$ cat src/hw/uart_lsmc_pkg.sv
package uart_lsmc_pkg;
   // Line status bit positions
   localparam int LS_FIFO_ERR = 7;
   localparam int LS_TX_EMPTY = 6;
   localparam int LS_HOLD_EMPTY = 5;
   localparam int LS_BREAK = 4;
   localparam int LS_STOP_ERR = 3;
   localparam int LS_PARITY = 2;
   localparam int LS_OVERRUN = 1;
   localparam int LS_DATA_READY = 0;
   // Modem control bit positions (only the upper three are kept here)
   localparam int MC_CLK_DIV4 = 7;
   localparam int MC_FLOW_ACCESS = 6;
   localparam int MC_XON_ANY = 5;
   // Write enable bit of the enhanced feature register
   localparam int EF_WRITE_EN = 4;
   // Values after reset, and the byte stored for a break
   localparam logic [7:0] LS_RESET = 8'h60;
   localparam logic [2:0] MC_RESET = 3'h0;
   localparam logic [7:0] BREAK_CHAR = 8'h00;
   // Prescaler: divide by four means one tick on the last of four counts
   localparam logic [1:0] DIV4_LAST = 2'h3;
   // Default receive FIFO depth
   localparam int RX_DEPTH = 64;

   // One receive FIFO entry: character plus its error tags
   typedef struct packed {
      logic brk;
      logic stop_err;
      logic par_err;
      logic [7:0] data;
   } rx_entry_t;

   // Host read strobe group
   typedef struct packed {
      logic rd_status;
      logic rd_rx;
      logic rd_mc;
   } host_rd_t;
endpackage

$ cat src/hw/uart_line_status_modem_ctrl.sv
// Operation
// - Bit 7 set while any FIFO entry errored
// - Bit 6 means holding and shift empty
// - Bit 5 means transmit holding stage empty
// - Break flagged in bit 4, stores 00
// - Bit 3 is head character stop error
// - Bit 2 is head character parity error
// - Bit 1 shows receive overrun occurred
// - Bit 0 means receive FIFO holds data
// - Bits 4:2 come from head tags while data is ready
// - Status read never moves read pointer
// - Control bit 7 selects divide 1/4
// - Control bit 6 opens threshold registers
// - Control bit 5 enables resume-on-any
// - Control bits 7:5 need write enable
module uart_line_status_modem_ctrl
   import uart_lsmc_pkg::*;
#(
   parameter int DEPTH = RX_DEPTH
) (
   // Clock and reset
   input wire logic CLK,
   input wire logic SYS_RST,
   // Host register strobes
   input wire logic RD_STATUS,
   input wire logic RD_RX,
   input wire logic RD_MC,
   input wire logic WR_MC,
   input wire logic [7:0] WR_DATA,
   input wire logic [7:0] ENH_FEATURE,
   // Host read data
   output logic [7:0] DOUT,
   // Receiver side, same clock
   input wire logic RX_PUSH,
   input wire logic [7:0] RX_CHAR,
   input wire logic RX_BRK,
   input wire logic RX_STOP_ERR,
   input wire logic RX_PAR_ERR,
   // Transmitter state, same clock
   input wire logic TX_HOLD_EMPTY,
   input wire logic TX_SHIFT_EMPTY,
   // Control outputs
   output logic BAUD_TICK,
   output logic CLK_DIV4,
   output logic FLOW_REG_ACCESS,
   output logic XON_ANY
);
   localparam int AW = $clog2(DEPTH);
   localparam logic [AW:0] FULL_COUNT = (AW + 1)'(DEPTH);
   localparam logic [AW:0] ONE = (AW + 1)'(1);
   localparam logic [AW-1:0] LAST_IDX = AW'(DEPTH - 1);

   host_rd_t rd; // Grouped read strobes
   rx_entry_t mem [DEPTH]; // Receive FIFO storage
   rx_entry_t head; // Entry at the read pointer
   rx_entry_t in_entry; // Entry about to be written
   logic [AW-1:0] wptr, next_wptr; // Write index
   logic [AW-1:0] rptr, next_rptr; // Read index
   logic [AW:0] count, next_count; // Characters held
   logic [AW:0] err_cnt, next_err_cnt; // Entries carrying an error
   logic overrun, next_overrun; // Sticky overrun flag
   logic push_ok, pop_ok; // Accepted FIFO moves
   logic in_err, head_err; // Error summary of in and head
   logic [2:0] mc, next_mc; // Upper modem control bits
   logic [1:0] pre_cnt, next_pre_cnt; // Prescaler count
   logic next_tick; // Prescaler tick
   logic [7:0] status; // Live line status word
   logic [7:0] next_dout; // Read data
   logic clk_sel; // Divide-by-four selected

   assign rd = '{rd_status: RD_STATUS, rd_rx: RD_RX, rd_mc: RD_MC};
   assign head = mem[rptr];
   assign clk_sel = mc[MC_CLK_DIV4 - 5];

   // Break replaces the character by a zero byte
   always_comb begin
      in_entry.brk = RX_BRK;
      in_entry.stop_err = RX_STOP_ERR;
      in_entry.par_err = RX_PAR_ERR;
      in_entry.data = RX_BRK ? BREAK_CHAR : RX_CHAR;
      in_err = RX_BRK | RX_STOP_ERR | RX_PAR_ERR;
      head_err = head.brk | head.stop_err | head.par_err;
   end

   // FIFO next state; only the holding register read pops
   always_comb begin
      pop_ok = rd.rd_rx && (count != '0);
      // A full FIFO still takes a char when a pop frees room
      push_ok = RX_PUSH && ((count != FULL_COUNT) || pop_ok);
      next_wptr = wptr;
      next_rptr = rptr;
      next_count = count;
      next_err_cnt = err_cnt;
      next_overrun = overrun;
      if (push_ok) begin
         next_wptr = (wptr == LAST_IDX) ? '0 : wptr + AW'(1);
      end
      if (pop_ok) begin
         next_rptr = (rptr == LAST_IDX) ? '0 : rptr + AW'(1);
      end
      if (push_ok && !pop_ok) begin
         next_count = count + ONE;
      end else if (pop_ok && !push_ok) begin
         next_count = count - ONE;
      end
      // Count errored entries so bit 7 clears only when none remain
      if ((push_ok && in_err) && !(pop_ok && head_err)) begin
         next_err_cnt = err_cnt + ONE;
      end else if (!(push_ok && in_err) && (pop_ok && head_err)) begin
         next_err_cnt = err_cnt - ONE;
      end
      // Status read clears overrun; a new overrun wins the same cycle
      if (rd.rd_status) begin
         next_overrun = 1'b0;
      end
      if (RX_PUSH && !push_ok) begin
         next_overrun = 1'b1;
      end
   end

   // FIFO registers; storage itself needs no reset
   always_ff @(posedge CLK) begin
      if (SYS_RST) begin
         wptr <= '0;
         rptr <= '0;
         count <= '0;
         err_cnt <= '0;
         overrun <= 1'b0;
      end else begin
         wptr <= next_wptr;
         rptr <= next_rptr;
         count <= next_count;
         err_cnt <= next_err_cnt;
         overrun <= next_overrun;
      end
   end

   // Storage write
   always_ff @(posedge CLK) begin
      if (push_ok) begin
         mem[wptr] <= in_entry;
      end
   end

   // Line status word; tags are wired from the head, never stored
   always_comb begin
      status = '0;
      status[LS_FIFO_ERR] = (err_cnt != '0);
      status[LS_TX_EMPTY] = TX_HOLD_EMPTY && TX_SHIFT_EMPTY;
      status[LS_HOLD_EMPTY] = TX_HOLD_EMPTY;
      if (count != '0) begin
         status[LS_BREAK] = head.brk;
         status[LS_STOP_ERR] = head.stop_err;
         status[LS_PARITY] = head.par_err;
      end
      status[LS_OVERRUN] = overrun;
      status[LS_DATA_READY] = (count != '0);
   end

   // Modem control: upper bits change only under the write enable
   always_comb begin
      next_mc = mc;
      if (WR_MC && ENH_FEATURE[EF_WRITE_EN]) begin
         next_mc = WR_DATA[7:5];
      end
   end

   // Prescaler: tick every cycle, or every fourth when selected
   always_comb begin
      next_pre_cnt = pre_cnt + 2'h1;
      next_tick = clk_sel ? (pre_cnt == DIV4_LAST) : 1'b1;
   end

   // Read data mux; status beats holding, holding beats control
   always_comb begin
      next_dout = DOUT;
      if (rd.rd_status) begin
         next_dout = status;
      end else if (rd.rd_rx) begin
         // Reading an empty FIFO returns the stale head byte
         next_dout = head.data;
      end else if (rd.rd_mc) begin
         next_dout = {mc, 5'h00};
      end
   end

   // Control and read data registers
   always_ff @(posedge CLK) begin
      if (SYS_RST) begin
         mc <= MC_RESET;
         pre_cnt <= '0;
         BAUD_TICK <= 1'b0;
         DOUT <= LS_RESET;
         CLK_DIV4 <= 1'b0;
         FLOW_REG_ACCESS <= 1'b0;
         XON_ANY <= 1'b0;
      end else begin
         mc <= next_mc;
         pre_cnt <= next_pre_cnt;
         BAUD_TICK <= next_tick;
         DOUT <= next_dout;
         CLK_DIV4 <= next_mc[MC_CLK_DIV4 - 5];
         FLOW_REG_ACCESS <= next_mc[MC_FLOW_ACCESS - 5];
         XON_ANY <= next_mc[MC_XON_ANY - 5];
      end
   end
endmodule

$ cat config.mk
export PLATFORM = sky130hd
export DESIGN_NAME = uart_line_status_modem_ctrl
export DESIGN_NICKNAME = d
export VERILOG_FILES = /design/src/hw/uart_lsmc_pkg.sv /design/src/hw/uart_line_status_modem_ctrl.sv
export SDC_FILE = /design/constraint.sdc
export NUM_CORES = 1
export LEC_CHECK = 0
export BUFFER_PORTS_ARGS = -buffer_cell sky130_fd_sc_hd__clkbuf_2
export CORE_ASPECT_RATIO = 0.7
export CORE_MARGIN = 2
export CORE_UTILIZATION = 63
export DETAILED_ROUTE_END_ITERATION = 10
export MAX_ROUTING_LAYER = met4
export PLACE_DENSITY_LB_ADDON = 0.3
export REMOVE_ABC_BUFFERS = 1
export SETUP_SLACK_MARGIN = 0.5
export SLEW_MARGIN = 5
export SYNTH_ARGS = -nofsm -noshare
export SYNTH_HDL_FRONTEND = slang
export SYNTH_SLANG_ARGS = --single-unit
$ cat constraint.sdc
create_clock -name CLK -period 9.5 [get_ports CLK]
set_clock_uncertainty 0.1 [all_clocks]
set_input_delay 1.9 -clock CLK [delete_from_list [all_inputs] [get_ports CLK]]
set_output_delay 1.9 -clock CLK [all_outputs]
set_load 0.02 [all_outputs]
### After elaboration in Yosys (flattened, before gate mapping)

Memories as Yosys holds them, arrays and structs flattened. A register that Yosys moved wholly into a read port is not among the register bits.
Index checks and enable logic that the tools add are counted.

| operators by class | value |
|---|---|
| $add $sub $neg | 7 |
| reduce and logical (&&, ||, !) cells | 22 |
| equal/unequal tests | 4 |
| muxes and demuxes | 19 |
| bitwise logic cells | 4 |

Operators by type and width:

| cell | number |
|---|---|
| 2-to-1 mux 8 bit | 4 |
| 2-to-1 mux 7 bit | 4 |
| 2-to-1 mux 6 bit | 4 |
| adder 7 x 1 -> 7 bit, second input constant | 2 |
| nonzero test 7 bit | 2 |
| subtractor 7 x 1 -> 7 bit, second input constant | 2 |
| adder 6 x 1 -> 6 bit, second input constant | 2 |
| == test 6 bit, second input constant | 2 |
| logical AND 1 bit | 11 |
| inequality test 7 bit, second input constant | 1 |
| 2-to-1 mux 3 bit | 2 |
| nonzero test 2 bit | 3 |
| 2-to-1 mux 1 bit | 5 |
| zero test 1 bit | 4 |
| OR 1 bit | 4 |
| nonzero test 3 bit | 1 |
| adder 2 x 1 -> 2 bit, second input constant | 1 |
| == test 2 bit, second input constant | 1 |
| logical OR 1 bit | 1 |

| storage, ports and cells | value |
|---|---|
| output and inout bits | 12 |
| RAM bits | 704 |
| input bits | 36 |
| bits in registers | 44 |
| logic and storage cells | 69 |
| memories | 1 |

Memories:

| name | depth | bits a word | rd ports | clocked after memory_dff | wr ports | line | text |
|---|---|---|---|---|---|---|---|
| mem | 64 | 11 | 1 | 1 | 1 | uart_line_status_modem_ctrl.sv:54 | `rx_entry_t mem [DEPTH];` |

### Longest topological paths before layout

| depth | value |
|---|---|
| word-level depth | 9 |
| depth in mapped cells | 20 |
| mapped depth without buffers | 16 |

### Least setup slack after synthesis

No wires, ideal clock.

| timing path | value |
|---|---|
| path type | in2reg |
| start | in RD_RX |
| end | reg err_cnt[6] |
| setup time | 0.121 ns |
| path buffers | 1 |
| cell stages on the path | 14 |
| data required time | 9.279 ns |
| setup slack | 4.757 ns |
| arrival | 4.523 ns |
| path through | nor3_1 > nor2b_1 > buf_1 > o31a_1 > ha_1 > inv_1 > ha_1 > nor2b_1 > o21ai_0 > a21oi_1 > o21a_1 > or3_1 > a21oi_1 > mux2_2 |

| between the ends | value |
|---|---|
| longest elaborated chain between the ends | 7 |
| elaborated cells on any way between the ends | 11 |
| those cells by class | mux (1); reduce/logical (10) |

RTL lines:

| what | line | text |
|---|---|---|
| start: declaration | uart_line_status_modem_ctrl.sv:26 | `input wire logic RD_RX,` |
| logical AND 1 bit (*) | uart_line_status_modem_ctrl.sv:87 | `pop_ok = rd.rd_rx && (count != '0);` |
| logical OR 1 bit (*) | uart_line_status_modem_ctrl.sv:89 | `push_ok = RX_PUSH && ((count != FULL_COUNT) \|\| pop_ok);` |
| logical AND 1 bit (*) | uart_line_status_modem_ctrl.sv:89 |  |
| via push_ok | uart_line_status_modem_ctrl.sv:62 | `logic push_ok, pop_ok;` |
| logical AND 1 bit (*) | uart_line_status_modem_ctrl.sv:107, uart_line_status_modem_ctrl.sv:109 |  |
| zero test 1 bit | uart_line_status_modem_ctrl.sv:109 | `end else if (!(push_ok && in_err) && (pop_ok && head_err)) begin` |
| logical AND 1 bit | uart_line_status_modem_ctrl.sv:109 |  |
| nonzero test 2 bit (no line) | -- |  |
| end signal: assignment | uart_line_status_modem_ctrl.sv:133 | `err_cnt <= next_err_cnt;` |
| end: declaration | uart_line_status_modem_ctrl.sv:60 | `logic [AW:0] err_cnt, next_err_cnt;` |

The timed path passes the listed nets; every way through them passes the cells marked *.
A chain may end at the register's enable or synchronous reset.

==> flow_summary_export.csv <==
group,metric,value,unit
run_status,run_status,"complete, no violations",
cts,worstSkewPairLatency,600,ps
placed_design,gp_congestion,0.856,
global_route,grt_overflow_total,0,
sta,period_share,67.0,%
worst_hold_path,hold_start,"pre_cnt[0]",
logic_synthesis,synth.avg_cell_area,19.5,um2
pwr,p_total,7.86,mW
logic_synthesis,synth_commonest_cells,"edfxtp_1 (704), mux4_2 (180), nor2_1 (121)",
sta,worstMarginPinSlew,1410,ps
layout,syn_to_final_growth,10.4,%
critical_path,crit_fanout,98,
pwr,power_density,241,nW/um2
critical_path,cp.arrival,6740,ps
die,chipHeight,185,um
critical_path,slowest_stage,"o311ai_0",
die,core-area,46400,um2
die,io_pins,48,
sta,rsz0062_at_grt,"no",
logic_synthesis,async_flop_share,0,%
global_route,track_usage,30.0,%
placed_design,placed_cell_area,30600,um2
sta,slew_viol_final,0,
sta,setup_tns,0,ps
flow_run,drv_cap,0,
sta,max_freq,157,MHz
global_route,grt_pass1_vias,15300,
logic_synthesis,synth_edf_count,704,
logic_synthesis,netlist.area_leader.share,71.5,%
pwr,peakVddDrop,0.272,mV
sta,setup_viol,0,
cts,clockBufferDepth,3,
layout,nFillCells,2742,
cts,cts_tree,"done",
logic_synthesis,ys_warn_count,0,
drt,vias,15300,
cts,hold_buffers,0,
critical_path,critical-path-top-delay-family,"compound AO/OA/AOI/OAI gates",
layout,final_util,70.4,%
logic_synthesis,synth-seq-cells,751,
drt,drcViolationCount,0,
cts,htree_num_levels,3,
cts,cts_setup_buffers,0,
logic_synthesis,synth_cell_type_count,58,
global_route,grt_max_degree,99,
sta,hold_slack,333,ps
logic_synthesis,netlist_area,29600,um2
global_route,antenna_found_initial,2,
logic_synthesis,yosysTopAreaCell,"edfxtp_1",
sta,worst_slew_margin_rel,5.95,%
logic_synthesis,synth_flop_cell,"edfxtp_1",
critical_path,max_stage_delay,710,ps
logic_synthesis,synth_cells,1517,
die,std_cell_rows,66,
layout,stdcell_area,32700,um2
drt,drt_iter0_drc,2135,
cts,cts_root_buf,"clkbuf_16",
layout,final_nets,1653,
logic_synthesis,yosysMostFrequentCell,"edfxtp_1",
placed_design,place_hpwl,39700,um
logic_synthesis,yosysSeqAreaShare,74.7,%
drt,postRouteAntennaNets,0,
drt,first_pass_iters,6,
logic_synthesis,synthTopCellsByArea,"edfxtp_1 (71%), mux4_2 (14%), dfxtp_1 (3.2%), nor2_1 (1.5%), mux2i_1 (1.0%)",
sta,min_period,6360,ps
sta,hold_viol,0,
drt,via_per_inst,6.77,
critical_path,criticalPathCategory,"flop to flop",
layout,drive_above_1_share,23.3,%
die,start_util,63.7,%
cts,cts_resized,0,
global_route,grt_pass1_wl,101000,um
cts,cts_buffers,68,
critical_path,cp_num_buf_inv,2,
pwr,static-leakage-power,10.0,nW
cts,clock-sinks,751,
placed_design,numPortBuffers,35,
drt,routedWlPerCell,30.4,um
critical_path,startpoint_type,"flop",
critical_path,cp_cell_sequence,"buf_12 > nor2b_1 > a221oi_1 > o2bb2ai_1 > o311ai_0 > nor2_1 > o31ai_1 > ha_1 > inv_1 > ha_1 > nor2b_1 > o21ai_0 > a21oi_1 > o21a_1 > or3_1 > a21oi_1 > mux2_2",
die,die_x,263,um
critical_path,crit_path_end_kind,"flop",
worst_hold_path,worst_hold_path_type,"flop to flop",
die,die-area,48700,um2
cts,clk_pin_slew_worst_paths,60,ps
critical_path,crit_required,9880,ps
drt,wl,68600,um
-- metrics by stage --
stage	setup slack [ps]	cells
6_report	3140	2258
5_1_grt	2770	2258
4_1_cts	3220	2255
3_5_place_dp	3280	2140
3_3_place_gp	3360	2140
2_1_floorplan	-1110	1439
-- placed cells by master, fill, tap and decap left out, types with 7 or more instances in the layout --
| cell | n |
|---|---|
| nor3_1 | 10 |
| a21oi_1 | 34 |
| xor2_1 | 8 |
| o21ai_0 | 24 |
| inv_1 | 20 |
| buf_4 | 52 |
| o22ai_1 | 12 |
| a31oi_1 | 10 |
| clkinv_1 | 15 |
| nand2b_1 | 7 |
| clkbuf_2 | 36 |
| clkbuf_16 | 70 |
| nand3_1 | 30 |
| mux2_2 | 12 |
| nor2b_1 | 15 |
| mux2i_1 | 31 |
| xnor2_1 | 7 |
| mux4_2 | 180 |
| a221oi_1 | 7 |
| a22oi_1 | 11 |
| or3_1 | 8 |
| nand2_1 | 51 |
| edfxtp_1 | 704 |
| dfxtp_1 | 43 |
| nor2_1 | 121 |
| ha_1 | 15 |
| nor2b_4 | 8 |
| clkbuf_1 | 20 |
-- layer usage --
metal	GRT usage, %	share of wire [%]
met5	-	0
met4	7.93	2.4
met3	7.84	12
met2	46.1	48
met1	40.8	38
-- layout make-up --
cell class                      instances  area, um2  area share (%)
Tap cell                              612        766            2.34
Antenna cell                            1       2.50         0.00766
Timing Repair Buffer                   91        616            1.89
Clock buffer                           90       1830            5.59
Inverter                               21       78.8           0.241
Multi-Input combinational cell        667       7070            21.6
Clock inverter                         25        208           0.636
Sequential cell                       751      22100            67.7
-- state kept, by name, indices dropped and copies added, names as in the netlist, named ones only --
signal / cells
mc: 2
wptr: 6
pre_cnt: 2
CLK_DIV4: 1
err_cnt: 7
mem: 704
rptr: 6
DOUT: 8
overrun: 1
BAUD_TICK: 1
count: 7
-- kinds of logic after synthesis --
group	share of synthesized area, %
flip-flops	74.7
AND/OR/NAND/NOR	4.27
multiplexers	15.2
AO/OA/AOI/OAI	2.99
buffers and inverters	1.66
adder cells (fa/ha/maj)	0.770
XOR/XNOR	0.444
-- report_power, final --
group / switching [mW] / leakage [nW] / internal (mW)
combinational: 0.813 / 2.51 / 0.713
clock: 1.16 / 0.985 / 1.43
sequential: 0.0718 / 6.54 / 3.67
total: 2.04 / 10.0 / 5.82
-- path summary, 6_finish.rpt --
check / to / slack [ps] / cells after the start
min: pre_cnt[0] / 330 / 1
max reg2reg: err_cnt[6] / 3140 / 17
min reg2reg: pre_cnt[0] / 330 / 1
max: err_cnt[6] / 3140 / 17
Note: power is estimated with default switching activity, not from simulation.
